--- config.mk ---
export PLATFORM = sky130hd
export DESIGN_NAME = queued_serial_command_ram
export DESIGN_NICKNAME = d
export VERILOG_FILES = /design/src/logic/spi_bit_shifter.v /design/src/logic/queued_serial_command_ram.v
export VERILOG_INCLUDE_DIRS = /design/src /design/src/logic
export SDC_FILE = /design/constraint.sdc
export NUM_CORES = 2
export LEC_CHECK = 0
export CAP_MARGIN = 20
export CORE_UTILIZATION = 55
export CTS_CLUSTER_SIZE = 16
export DETAILED_ROUTE_END_ITERATION = 8
export DONT_BUFFER_PORTS = 1
export PLACE_DENSITY = 0.77
export SYNTH_ARGS = -nofsm -noshare
export SYNTH_HDL_FRONTEND = slang
export SYNTH_SLANG_ARGS = --single-unit
--- constraint.sdc ---
create_clock -name mclk -period 4.6 [get_ports mclk]
set_input_delay 0.92 -clock mclk [delete_from_list [all_inputs] [get_ports mclk]]
set_output_delay 0.92 -clock mclk [all_outputs]
set_load 0.01 [all_outputs]
--- src/logic/qsc_consts.vh ---
/*
  Constants for the queued serial command RAM: RAM map, command entry
  field positions, data port layout and default timing counts.
  Assumes it is included by bare name from the design files that need it.
*/
`ifndef QSC_CONSTS_VH
`define QSC_CONSTS_VH

// ==========================================================================
// RAM map
// ==========================================================================
`define RAM_ADDR_W        6
`define RAM_ADDR_MAX      6'h3F
`define TX_BASE           6'h00
`define RX_BASE           6'h10
`define CMD_BASE          6'h20
`define SECTION_END       6'h30
`define ENTRY_W           4
`define ENTRY_COUNT       16

// ==========================================================================
// Data port and command entry layout
// ==========================================================================
`define WORD_W            16
`define CMD_W             8
`define CMD_BYTE_HI       15
`define CMD_BYTE_LO       8
`define CMD_HOLD_BIT      7
`define CMD_WIDTH_BIT     6
`define CMD_POST_BIT      5
`define CMD_LEAD_BIT      4
`define CMD_SEL_HI        3
`define CMD_SEL_LO        0
`define SEL_COUNT         4
`define RESERVED_BYTE     8'h00
`define CMD_RESET         8'h00
`define WORD_RESET        16'h0000

// ==========================================================================
// Transfer sizing and timing
// ==========================================================================
`define BYTE_BITS         5'd8
`define FULL_BITS         5'd16
`define BITS_W            5
`define DLY_W             8
`define SCK_HALF_CYCLES   2

`endif

--- src/logic/spi_bit_shifter.v ---
/*
  Shifts one word out MSB first and in on the serial pins, clock mode 0:
  data changes while the serial clock is low, samples on its rising edge.
  Assumes start is a one-cycle pulse from logic on mclk and miso_sync has
  already passed a two-stage synchroniser.
*/
`timescale 1ns/1ps
`include "qsc_consts.vh"

module spi_bit_shifter #(
  parameter HALF_CYCLES = `SCK_HALF_CYCLES
) (
  input  wire                 mclk,
  input  wire                 rst_b,
  input  wire                 start,
  input  wire [`BITS_W-1:0]   nbits,
  input  wire [`WORD_W-1:0]   tx_word,
  input  wire                 miso_sync,
  output reg                  sck_ff,
  output reg                  mosi_ff,
  output reg  [`WORD_W-1:0]   rx_word_ff,
  output reg                  done_ff
);

  reg  [`WORD_W-1:0] shift_ff;
  reg  [`BITS_W-1:0] bits_left_ff;
  reg  [7:0]         half_cnt_ff;
  reg                active_ff;
  wire [`WORD_W-1:0] aligned;
  wire [`BITS_W-1:0] pad;

  localparam [7:0] HALF_LAST = HALF_CYCLES[7:0] - 8'h01;

  // Left-justify so the first bit out is always bit 15
  assign pad     = `FULL_BITS - nbits;
  assign aligned = tx_word << pad;

  // ========================================================================
  // Bit sequencing
  // ========================================================================
  always @(posedge mclk or negedge rst_b) begin
    if (!rst_b) begin
      shift_ff     <= `WORD_RESET;
      bits_left_ff <= {`BITS_W{1'b0}};
      half_cnt_ff  <= 8'h00;
      active_ff    <= 1'b0;
      sck_ff       <= 1'b0;
      mosi_ff      <= 1'b0;
      rx_word_ff   <= `WORD_RESET;
      done_ff      <= 1'b0;
    end else begin
      done_ff <= 1'b0;
      if (start) begin
        shift_ff     <= aligned;
        mosi_ff      <= aligned[`WORD_W-1];
        bits_left_ff <= nbits;
        half_cnt_ff  <= HALF_LAST;
        active_ff    <= 1'b1;
        sck_ff       <= 1'b0;
        rx_word_ff   <= `WORD_RESET;
      end else if (active_ff) begin
        if (half_cnt_ff == 8'h00) begin
          half_cnt_ff <= HALF_LAST;
          if (!sck_ff) begin
            sck_ff       <= 1'b1;
            rx_word_ff   <= {rx_word_ff[`WORD_W-2:0], miso_sync};
            bits_left_ff <= bits_left_ff - 5'd1;
          end else begin
            sck_ff <= 1'b0;
            if (bits_left_ff == {`BITS_W{1'b0}}) begin
              active_ff <= 1'b0;
              done_ff   <= 1'b1;
            end else begin
              shift_ff <= {shift_ff[`WORD_W-2:0], 1'b0};
              mosi_ff  <= shift_ff[`WORD_W-2];
            end
          end
        end else begin
          half_cnt_ff <= half_cnt_ff - 8'h01;
        end
      end
    end
  end

endmodule

--- src/logic/queued_serial_command_ram.v ---
/*
  Queue RAM of the serial master with its indirect processor access path
  (address register and data port) and the per-transfer sequencer that
  decodes each command entry.
  Assumes the processor issues one access at a time and waits for cpu_ack;
  chip-select idle level, word width and delay fields come from the
  surrounding controller registers on mclk.
*/
`timescale 1ns/1ps
`include "qsc_consts.vh"

module queued_serial_command_ram #(
  parameter SCK_HALF = `SCK_HALF_CYCLES
) (
  input  wire                   mclk,
  input  wire                   rst_b,
  input  wire                   cpu_data_sel,
  input  wire                   cpu_wr,
  input  wire                   cpu_rd,
  input  wire [`WORD_W-1:0]     cpu_wdata,
  output reg  [`WORD_W-1:0]     cpu_rdata_ff,
  output wire                   cpu_ack,
  input  wire                   select_idle_level,
  input  wire [3:0]             mode_word_width,
  input  wire [`DLY_W-1:0]      post_delay_length,
  input  wire [`DLY_W-1:0]      select_clock_delay,
  input  wire                   queue_start,
  input  wire [`ENTRY_W-1:0]    queue_first_ptr,
  input  wire [`ENTRY_W-1:0]    queue_last_ptr,
  output wire                   queue_busy,
  output reg                    queue_done_ff,
  output reg  [`ENTRY_W-1:0]    done_ptr_ff,
  output reg  [`SEL_COUNT-1:0]  sel_out_ff,
  output wire                   sck,
  output wire                   mosi,
  input  wire                   miso
);

  // ========================================================================
  // State and storage
  // ========================================================================
  localparam [4:0] ST_IDLE  = 5'b00001;
  localparam [4:0] ST_LEAD  = 5'b00010;
  localparam [4:0] ST_SHIFT = 5'b00100;
  localparam [4:0] ST_POST  = 5'b01000;
  localparam [4:0] ST_NEXT  = 5'b10000;
  localparam [`DLY_W-1:0] HALF_DLY = SCK_HALF[`DLY_W-1:0];

  reg [`WORD_W-1:0]      tx_ff  [0:`ENTRY_COUNT-1];
  reg [`WORD_W-1:0]      rx_ff  [0:`ENTRY_COUNT-1];
  reg [`CMD_W-1:0]       cmd_ff [0:`ENTRY_COUNT-1];
  reg [`RAM_ADDR_W-1:0]  ram_address_reg_ff;
  reg                    rd_pend_ff;
  reg [4:0]              state_ff;
  reg [4:0]              nxt_state;
  reg [`ENTRY_W-1:0]     ptr_ff;
  reg [`DLY_W-1:0]       cnt_ff;
  reg [`DLY_W-1:0]       nxt_cnt;
  reg [`CMD_W-1:0]       cur_cmd_ff;
  reg                    miso_meta_ff;
  reg                    miso_sync_ff;
  reg                    shift_start;
  reg [`SEL_COUNT-1:0]   nxt_sel;
  integer                i;
  integer                j;

  wire                   data_wr;
  wire                   data_rd;
  wire                   addr_wr;
  wire                   addr_rd;
  wire [`ENTRY_W-1:0]    idx;
  wire [`ENTRY_W-1:0]    cur_ptr;
  wire [`CMD_W-1:0]      cur_cmd;
  wire                   shift_done;
  wire [`WORD_W-1:0]     shift_rx;
  wire [`SEL_COUNT-1:0]  idle_sel;
  wire                   last_entry;

  // ========================================================================
  // Helpers
  // ========================================================================
  function in_section;
    input [`RAM_ADDR_W-1:0] a;
    input [`RAM_ADDR_W-1:0] base;
    begin
      in_section = (a[`RAM_ADDR_W-1:`ENTRY_W] == base[`RAM_ADDR_W-1:`ENTRY_W]);
    end
  endfunction

  function [`BITS_W-1:0] xfer_bits;
    input             wide;
    input [3:0]       width;
    begin
      if (!wide)
        xfer_bits = `BYTE_BITS;
      else if (width == 4'h0)
        xfer_bits = `FULL_BITS;
      else
        xfer_bits = {1'b0, width};
    end
  endfunction

  function [`DLY_W-1:0] at_least_one;
    input [`DLY_W-1:0] d;
    begin
      at_least_one = (d == {`DLY_W{1'b0}}) ? 8'h01 : d;
    end
  endfunction

  // ========================================================================
  // Processor access path
  // ========================================================================
  // A request is taken only while no read is waiting for its answer
  assign data_wr  = cpu_wr &  cpu_data_sel & !rd_pend_ff;
  assign data_rd  = cpu_rd &  cpu_data_sel & !rd_pend_ff & !cpu_wr;
  assign addr_wr  = cpu_wr & !cpu_data_sel & !rd_pend_ff;
  assign addr_rd  = cpu_rd & !cpu_data_sel & !rd_pend_ff & !cpu_wr;
  assign cpu_ack  = (cpu_wr & !rd_pend_ff) | rd_pend_ff;
  assign idx      = ram_address_reg_ff[`ENTRY_W-1:0];

  always @(posedge mclk or negedge rst_b) begin
    if (!rst_b) begin
      ram_address_reg_ff <= {`RAM_ADDR_W{1'b0}};
      rd_pend_ff         <= 1'b0;
      cpu_rdata_ff       <= `WORD_RESET;
    end else begin
      rd_pend_ff <= data_rd | addr_rd;
      if (addr_wr)
        ram_address_reg_ff <= cpu_wdata[`RAM_ADDR_W-1:0];
      else if ((data_wr | data_rd) && ram_address_reg_ff != `RAM_ADDR_MAX)
        ram_address_reg_ff <= ram_address_reg_ff + 6'h01;
      if (addr_rd) begin
        cpu_rdata_ff <= {{(`WORD_W-`RAM_ADDR_W){1'b0}}, ram_address_reg_ff};
      end else if (data_rd) begin
        if (in_section(ram_address_reg_ff, `TX_BASE))
          cpu_rdata_ff <= tx_ff[idx];
        else if (in_section(ram_address_reg_ff, `RX_BASE))
          cpu_rdata_ff <= rx_ff[idx];
        else if (in_section(ram_address_reg_ff, `CMD_BASE))
          cpu_rdata_ff <= {cmd_ff[idx], `RESERVED_BYTE};
        else
          cpu_rdata_ff <= `WORD_RESET;
      end
    end
  end

  // ========================================================================
  // Queue RAM
  // ========================================================================
  // Command entries have a single writer, the processor
  always @(posedge mclk or negedge rst_b) begin
    if (!rst_b) begin
      for (i = 0; i < `ENTRY_COUNT; i = i + 1) begin
        tx_ff[i]  <= `WORD_RESET;
        cmd_ff[i] <= `CMD_RESET;
      end
    end else if (data_wr) begin
      if (in_section(ram_address_reg_ff, `TX_BASE))
        tx_ff[idx] <= cpu_wdata;
      else if (in_section(ram_address_reg_ff, `CMD_BASE))
        cmd_ff[idx] <= cpu_wdata[`CMD_BYTE_HI:`CMD_BYTE_LO];
    end
  end

  // Received word wins over a processor write to the same entry
  always @(posedge mclk or negedge rst_b) begin
    if (!rst_b) begin
      for (j = 0; j < `ENTRY_COUNT; j = j + 1)
        rx_ff[j] <= `WORD_RESET;
    end else begin
      if (data_wr && in_section(ram_address_reg_ff, `RX_BASE))
        rx_ff[idx] <= cpu_wdata;
      if (state_ff == ST_SHIFT && shift_done)
        rx_ff[ptr_ff] <= shift_rx;
    end
  end

  // ========================================================================
  // Serial input synchroniser
  // ========================================================================
  always @(posedge mclk or negedge rst_b) begin
    if (!rst_b) begin
      miso_meta_ff <= 1'b0;
      miso_sync_ff <= 1'b0;
    end else begin
      miso_meta_ff <= miso;
      miso_sync_ff <= miso_meta_ff;
    end
  end

  // ========================================================================
  // Transfer sequencer
  // ========================================================================
  assign idle_sel   = {`SEL_COUNT{select_idle_level}};
  assign last_entry = (ptr_ff == queue_last_ptr);
  assign queue_busy = (state_ff != ST_IDLE);
  assign cur_ptr    = (state_ff == ST_IDLE) ? queue_first_ptr : ptr_ff;
  assign cur_cmd    = cmd_ff[cur_ptr];

  always @* begin
    nxt_state   = state_ff;
    nxt_cnt     = cnt_ff;
    nxt_sel     = sel_out_ff;
    shift_start = 1'b0;
    case (state_ff)
      ST_IDLE: begin
        if (queue_start) begin
          nxt_sel   = cur_cmd[`CMD_SEL_HI:`CMD_SEL_LO];
          nxt_state = ST_LEAD;
          if (cur_cmd[`CMD_LEAD_BIT])
            nxt_cnt = at_least_one(select_clock_delay);
          else
            nxt_cnt = HALF_DLY;
        end
      end
      ST_LEAD: begin
        if (cnt_ff == 8'h01) begin
          shift_start = 1'b1;
          nxt_state   = ST_SHIFT;
        end else begin
          nxt_cnt = cnt_ff - 8'h01;
        end
      end
      ST_SHIFT: begin
        if (shift_done) begin
          if (!cur_cmd_ff[`CMD_HOLD_BIT])
            nxt_sel = idle_sel;
          if (cur_cmd_ff[`CMD_POST_BIT]) begin
            nxt_cnt   = at_least_one(post_delay_length);
            nxt_state = ST_POST;
          end else begin
            nxt_state = ST_NEXT;
          end
        end
      end
      ST_POST: begin
        if (cnt_ff == 8'h01)
          nxt_state = ST_NEXT;
        else
          nxt_cnt = cnt_ff - 8'h01;
      end
      ST_NEXT: begin
        if (last_entry) begin
          nxt_state = ST_IDLE;
        end else begin
          nxt_sel   = cmd_ff[ptr_ff + 4'h1][`CMD_SEL_HI:`CMD_SEL_LO];
          nxt_state = ST_LEAD;
          if (cmd_ff[ptr_ff + 4'h1][`CMD_LEAD_BIT])
            nxt_cnt = at_least_one(select_clock_delay);
          else
            nxt_cnt = HALF_DLY;
        end
      end
      default: begin
        nxt_state = ST_IDLE;
        nxt_sel   = idle_sel;
      end
    endcase
  end

  always @(posedge mclk or negedge rst_b) begin
    if (!rst_b) begin
      state_ff      <= ST_IDLE;
      cnt_ff        <= 8'h00;
      ptr_ff        <= {`ENTRY_W{1'b0}};
      cur_cmd_ff    <= `CMD_RESET;
      sel_out_ff    <= {`SEL_COUNT{1'b0}};
      queue_done_ff <= 1'b0;
      done_ptr_ff   <= {`ENTRY_W{1'b0}};
    end else begin
      state_ff      <= nxt_state;
      cnt_ff        <= nxt_cnt;
      queue_done_ff <= (state_ff == ST_NEXT) && last_entry;
      // Selects follow the idle level when no transfer owns them, unless the last command set its hold bit
      if (state_ff == ST_IDLE && !queue_start && !cur_cmd_ff[`CMD_HOLD_BIT])
        sel_out_ff <= idle_sel;
      else
        sel_out_ff <= nxt_sel;
      if (state_ff == ST_IDLE && queue_start) begin
        ptr_ff     <= queue_first_ptr;
        cur_cmd_ff <= cur_cmd;
      end else if (state_ff == ST_NEXT && !last_entry) begin
        ptr_ff     <= ptr_ff + 4'h1;
        cur_cmd_ff <= cmd_ff[ptr_ff + 4'h1];
      end
      if (state_ff == ST_NEXT)
        done_ptr_ff <= ptr_ff;
    end
  end

  // ========================================================================
  // Bit engine
  // ========================================================================
  spi_bit_shifter #(
    .HALF_CYCLES (SCK_HALF)
  ) u_shifter (
    .mclk       (mclk),
    .rst_b      (rst_b),
    .start      (shift_start),
    .nbits      (xfer_bits(cur_cmd_ff[`CMD_WIDTH_BIT], mode_word_width)),
    .tx_word    (tx_ff[ptr_ff]),
    .miso_sync  (miso_sync_ff),
    .sck_ff     (sck),
    .mosi_ff    (mosi),
    .rx_word_ff (shift_rx),
    .done_ff    (shift_done)
  );

endmodule

Yosys cells after proc, flatten, opt, wreduce, memory -nomap -nowiden
Index checks and enable logic that the tools add are counted.
{"block": "word_totals", "regBits": 747, "input_bits": 52, "output_inout_bits": 29, "elab_cells": 267}
{"block": "op_classes", "add_sub_neg": 6, "magnitude_cmp": 6, "eq_ne": 25, "shift": 1, "muxes": 104, "n_bitwise": 19, "n_reduce_logical": 38}
{"op": "bitwise mux 256 bit", "n": 3}
{"op": "2-to-1 mux 256 bit", "n": 2}
{"op": "2-to-1 mux 16 bit", "n": 17}
{"op": "binary-select mux 16 bit (select 4 bit)", "n": 3}
{"op": "2-to-1 mux 8 bit", "n": 21}
{"op": "bitwise mux 128 bit", "n": 1}
{"op": "demux 16 bit (select 4 bit)", "n": 2}
{"op": "binary-select mux 8 bit (select 4 bit)", "n": 3}
{"op": "2-to-1 mux 15 bit", "n": 5}
{"op": "2-to-1 mux 5 bit", "n": 11}
{"op": "demux 8 bit (select 4 bit)", "n": 1}
{"op": "2-to-1 mux 4 bit", "n": 8}
{"op": "case mux 8 bit (4 select lines)", "n": 1}
{"op": "case mux 5 bit (5 select lines)", "n": 1}
{"op": "logical NOT 8 bit", "n": 3}
{"op": "2-to-1 mux 1 bit", "n": 21}
{"op": ">= comparator 5 bit, second input constant", "n": 4}
{"op": "inverter 4 -> 5 bit", "n": 4}
{"op": "inequality test 2 bit, second input constant", "n": 8}
{"op": "case mux 4 bit (4 select lines)", "n": 1}
{"op": "left shift 16 x 5 -> 16 bit", "n": 1}
{"op": "subtractor 8 x 1 -> 8 bit, second input constant", "n": 2}
{"op": "2-to-1 mux 6 bit", "n": 2}
{"op": "nonzero test 2 bit", "n": 6}
{"op": "other kinds (35)", "n": 68}

Longest topological paths before layout
{"block": "logic_depth", "depth_word": 9, "mapped_depth": 14, "ltp_nobuf": 10}

Cells and area by module
Synthesis repeated with hierarchy kept, for this count alone.
{"block": "unflattened", "cells_unflattened": 3406, "area_unflattened_um2": 41586.1}
{"module": "queued_serial_command_ram", "n_inst": 1, "cells_per_inst": 3085, "area_per_inst_um2": 38659.6, "seq_area_each_um2": 17367.9}
{"module": "spi_bit_shifter", "n_inst": 1, "cells_per_inst": 321, "area_per_inst_um2": 2926.6, "seq_area_each_um2": 1201.2}

Least setup slack after synthesis
No wires, ideal clock.
{"block": "synth_path", "path_type": "reg-to-reg", "startpoint": "register ptr_ff[1]", "endpoint": "register sel_out_ff[0]", "setup_ns": 0.120, "t_arrival_ns": 3.228, "t_required_ns": 4.480, "slack_ns": 1.252, "path_stages_with_launch": 14, "n_path_buf": 5, "synth_period_minus_slack_ns": 3.348, "cell_sequence": "dfrtp_1 inv_1 buf_2 buf_2 ha_1 clkbuf_1 clkbuf_1 clkbuf_1 mux4_2 mux2i_1 nand2_1 a31oi_1 o21ai_0 a31o_2"}
{"block": "synth_between", "elab_chain_cells": 8, "word_cells_on_any_way": 17, "cone_classes": "add/sub: 1; eq/ne: 2; mux: 11; bitwise: 2; reduce/logical: 1"}
{"item": "from (decl)", "line_no": "queued_serial_command_ram.v:56", "text": "reg [`ENTRY_W-1:0] ptr_ff;"}
{"item": "from (signal assigned)", "line_no": "queued_serial_command_ram.v:265", "text": "ptr_ff <= {`ENTRY_W{1'b0}};"}
{"item": "from (signal assigned)", "line_no": "queued_serial_command_ram.v:280", "text": "ptr_ff <= queue_first_ptr;"}
{"item": "from (signal assigned)", "line_no": "queued_serial_command_ram.v:283", "text": "ptr_ff <= ptr_ff + 4'h1;"}
{"item": "adder 4 x 1 -> 4 bit / 2-to-1 mux 4 bit (equally long branches)", "line_no": "queued_serial_command_ram.v:246, queued_serial_command_ram.v:197"}
{"item": "inverter 4 -> 5 bit, on equally long branches", "line_no": "queued_serial_command_ram.v:246, queued_serial_command_ram.v:198"}
{"item": "binary-select mux 8 bit (select 4 bit), on equally long branches", "line_no": "queued_serial_command_ram.v:246, queued_serial_command_ram.v:198"}
{"item": "2-to-1 mux 8 bit, on equally long branches (2 in series)"}
{"item": "2-to-1 mux 4 bit, on equally long branches", "line_no": "queued_serial_command_ram.v:243, queued_serial_command_ram.v:207"}
{"item": "case mux 4 bit (4 select lines)", "line_no": "queued_serial_command_ram.v:205", "text": "case (state_ff)"}
{"item": "2-to-1 mux 4 bit", "line_no": "queued_serial_command_ram.v:275", "text": "if (state_ff == ST_IDLE && !queue_start && !cur_cmd_ff[`CMD_HOLD_BIT])"}
{"item": "to (signal assigned)", "line_no": "queued_serial_command_ram.v:267", "text": "sel_out_ff <= {`SEL_COUNT{1'b0}};"}
{"item": "to (signal assigned)", "line_no": "queued_serial_command_ram.v:276", "text": "sel_out_ff <= idle_sel;"}
{"item": "to (signal assigned)", "line_no": "queued_serial_command_ram.v:278", "text": "sel_out_ff <= nxt_sel;"}
{"item": "to (decl)", "line_no": "queued_serial_command_ram.v:33", "text": "output reg [`SEL_COUNT-1:0] sel_out_ff,"}
Several ways; a longest one is shown, not always the timed one. The select of a mux whose other input is x is not followed.
A chain may end at the register's enable or synchronous reset.

Final worst setup path
{"block": "layout_path", "startpoint": "register state_ff[3]", "endpoint": "output queue_busy"}
{"block": "layout_between", "elab_chain_cells": 1}
{"item": "from (decl)", "line_no": "queued_serial_command_ram.v:54", "text": "reg [4:0] state_ff;"}
{"item": "from (signal assigned)", "line_no": "queued_serial_command_ram.v:271", "text": "state_ff <= nxt_state;"}
{"item": "inequality test 5 x 1 -> 1 bit", "line_no": "queued_serial_command_ram.v:196", "text": "assign queue_busy = (state_ff != ST_IDLE);"}
{"item": "to (decl)", "line_no": "queued_serial_command_ram.v:30", "text": "output wire queue_busy,"}
No other way between the ends.

==> impl_results.md <==
- Max cap viols: 0
- Outcome: finished, violations left
- Fraction of layout instances using a drive strength above 1: 28.18%
- Mapped Cells: between 3000 and 4000
- Largest net degree at the start of global routing: 743
- Critical Path RT: around 3.7 ns
- Initial antenna violation count: 1
- Post-synthesis cell type count: 83
- VDD IR-drop max: 0.0003667 V
- EDFF count, synth: 0
- Yosys warning total: 0
- Vias in the first global route: 30539
- Vias per cell: slightly below 7
- FILL cells: 5749
- CTS root buffer: clkbuf_16
- DR iter-0 viols: 4140
- Final core utilization: 60.22%
- Seq/Total Area, Yosys: 44.28%
- H-tree Lvls: 3
- Synth cell count leaders: dfrtp_1 (741), mux2_2 (407), nand2_1 (323)
- Synthesis-stage register bit count: 742
- Detail Placement HPWL: around 73 mm
- Router iterations before antenna repair: 6
- Worst R2R End: cnt_ff[2]
- Top-count cell post-synth: dfrtp_1
- Mean post-synth cell area: between 10 and 15 um2
- Drt total wl: roughly 120 mm
- # IOs: just over 80
- Die height: 278.1 um
- Area growth syn-to-layout: 7.623%
- Clk sink count: 742
- Synthesized Nets: 3585
- Slew Viols, Final: 659
- Crit path kind: flop to output port
- Vias post-DR: 30378
- Initial Utilization: 55.95%
- Synth Cell Area: 0.04194 mm2
- Total CTS buffers: 80
- PortBufs: 0
- R2R Path Start: ptr_ff[0]
- Place WS: 1.060 ns
- Max clock buf depth: 3
- First-pass GRT wire length: 187.9 mm
- Clock Skews: roughly 0.032 ns
- Startpoint type of the worst setup path: flop
- RSZ-0062 raised after global routing: false
- Worst-Skew Late Latency: 0.64 ns
- Die width: 278.1 um
- Rows: 100
- Clock transition at the registers of the reported paths: 0.06 ns
- CTS tree: done
- Max FO, Critical Path: 18
- Fin cells: 4385
- Hold Fails Final Rpt: 0
- PnR worst setup slack: 0.8701 ns
- Post-DR wirelength/cell: 27.92 um
- Synth top area share: 44.22%
- Final setup violating endpoints: 0
- Slew @ Worst Pin: 3.488 ns
- Core region area: ~0.075 mm2
- Setup TNS Final: 0 ns
- Worst relative slew slack: -132.6%
- Final #Nets: 3423
- Leak: 19.99 nW
- CP arrival: 2.81 ns
- Period utilization: 81.08%
- Drt drc: 0
- Die ar.: 0.07736 mm2
- Reg2reg setup slack: 1.00 ns
- Antenna Nets Post-Route: 0
- Asr flop ratio synth: 100.0%
- Synth top area cells: dfrtp_1 (44%), mux4_2 (15%), mux2_2 (11%), mux2i_1 (7.7%), nand2_1 (2.9%)
- HP Class: input port to asynchronous set/reset pin
- GR Util All Layers: 31.90%
- PwrDens: between 600 and 700 mW/mm2
- Overall power: between 20 and 30 mW
- GP Congestion: around 0.93
- Violated checks: max-slew violations
- Critical Path End Type: output port
- Top_reg_cell synth: dfrtp_1
- Reg2reg path depth: 9
- Cell Count Post-Placement: between 4000 and 5000
- Period minus WS final: 3.730 ns
- Fmax: around 270 MHz
- GRT Residual Overflow: 0
- Synth area leader: dfrtp_1
==> per-layer routing <==
metal	wire [um]	global-route usage [%]
met5	0	0
met4	7066	17.10
met3	11860	7.748
met2	56840	49.99
met1	46680	41.17
==> worst max-delay path, stage by stage (launching register included) <==
cell     delay, ns
dfrtp_1       0.49
or4_4         0.59
nor2_2        0.56
inv_1         0.51
==> registers in the layout, summed over array words and instances (netlist names), 6 cells and up <==
signal                 flops
u_shifter.shift_ff        15
tx_ff                    256
ram_address_reg_ff         6
cpu_rdata_ff              16
cmd_ff                   128
rx_ff                    256
u_shifter.half_cnt_ff      8
u_shifter.rx_word_ff      16
cnt_ff                     8
==> cell usage in the layout, fill, tap and decap left out, drive strengths merged, types with 9 or more instances in the layout <==
cell / n
dfrtp: 741
mux2: 407
nand2: 323
mux2i: 322
mux4: 300
nor2: 242
a21oi: 205
o21ai: 184
clkbuf: 113
buf: 92
nand3: 60
inv: 43
a211oi: 31
nor3: 27
o22ai: 20
clkinv: 19
a311oi: 16
nand4: 15
ha: 15
xnor2: 14
nor3b: 13
and2: 13
nand2b: 12
a22oi: 12
o211ai: 11
or3: 10
a22o: 10
a31oi: 10
nor2b: 9
xor2: 9
nor4: 9
==> metrics by stage <==
step | hold slack (ns) | area (um2)
global placement | 0.3575 | 42500
global route | 0.006633 | 45130
floorplan | 0.3312 | 41940
CTS | -0.05416 | 45090
finish | 0.03957 | 45130
detailed placement | 0.3403 | 42500
==> kinds of logic (layout without fill, tap and decap cells) <==
family	Yosys count	count (layout)	synth area share, %
xor gates and xnor gates	23	23	0.4983
other	0	2	0
AOI/OAI and AO/OA	565	565	7.954
adders and majority gates	15	15	0.4475
muxes	1029	1029	34.84
and+or+nand+nor	765	765	8.065
buffers and inverters	379	275	3.914
DFF	742	742	44.28
==> how the worst max path moves through the flow <==
stage                                   from  slack, ns               endpoint  depth (start not counted)
after global placement    mode_word_width[0]       1.08  u_shifter.shift_ff[9]                         10
after detailed placement           ptr_ff[0]       1.06              cnt_ff[2]                          9
final                            state_ff[3]       0.87             queue_busy                          3
after global routing               ptr_ff[0]       0.74              cnt_ff[2]                          9
after CTS                        state_ff[3]       0.90             queue_busy                          3
after floorplan                    ptr_ff[1]       1.25          sel_out_ff[0]                         13
==> area by class of cell <==
type | count | area, um2 | share of cell area (%)
clock inverter | 27 | 304.0 | 0.6737
sequential | 742 | 18590 | 41.18
clock buffer | 113 | 2286 | 5.065
multi-input combinational | 2397 | 21810 | 48.33
antenna | 2 | 5.005 | 0.01109
timing repair buffer | 94 | 773.2 | 1.713
tap | 969 | 1212 | 2.686
inverter | 41 | 155.1 | 0.3438
==> power by group <==
| group | leakage (nW) | switching, mW | internal, mW |
|---|---|---|---|
| Sequential | 8.77 | 2.32 | 8.82 |
| Combinational | 9.94 | 5.62 | 5.85 |
| Clock | 1.28 | 2.74 | 3.70 |
| Total | 20.0 | 10.7 | 18.4 |
==> timing repair <==
item / 4_1_cts / 5_1_grt
setup buffers: 0 / 0
endpoints found under the hold margin: 242 / 26
setup endpoints to repair: 0 / 0
resized for setup: 0 / 0
No activity file was read; power rests on OpenSTA's default activity.
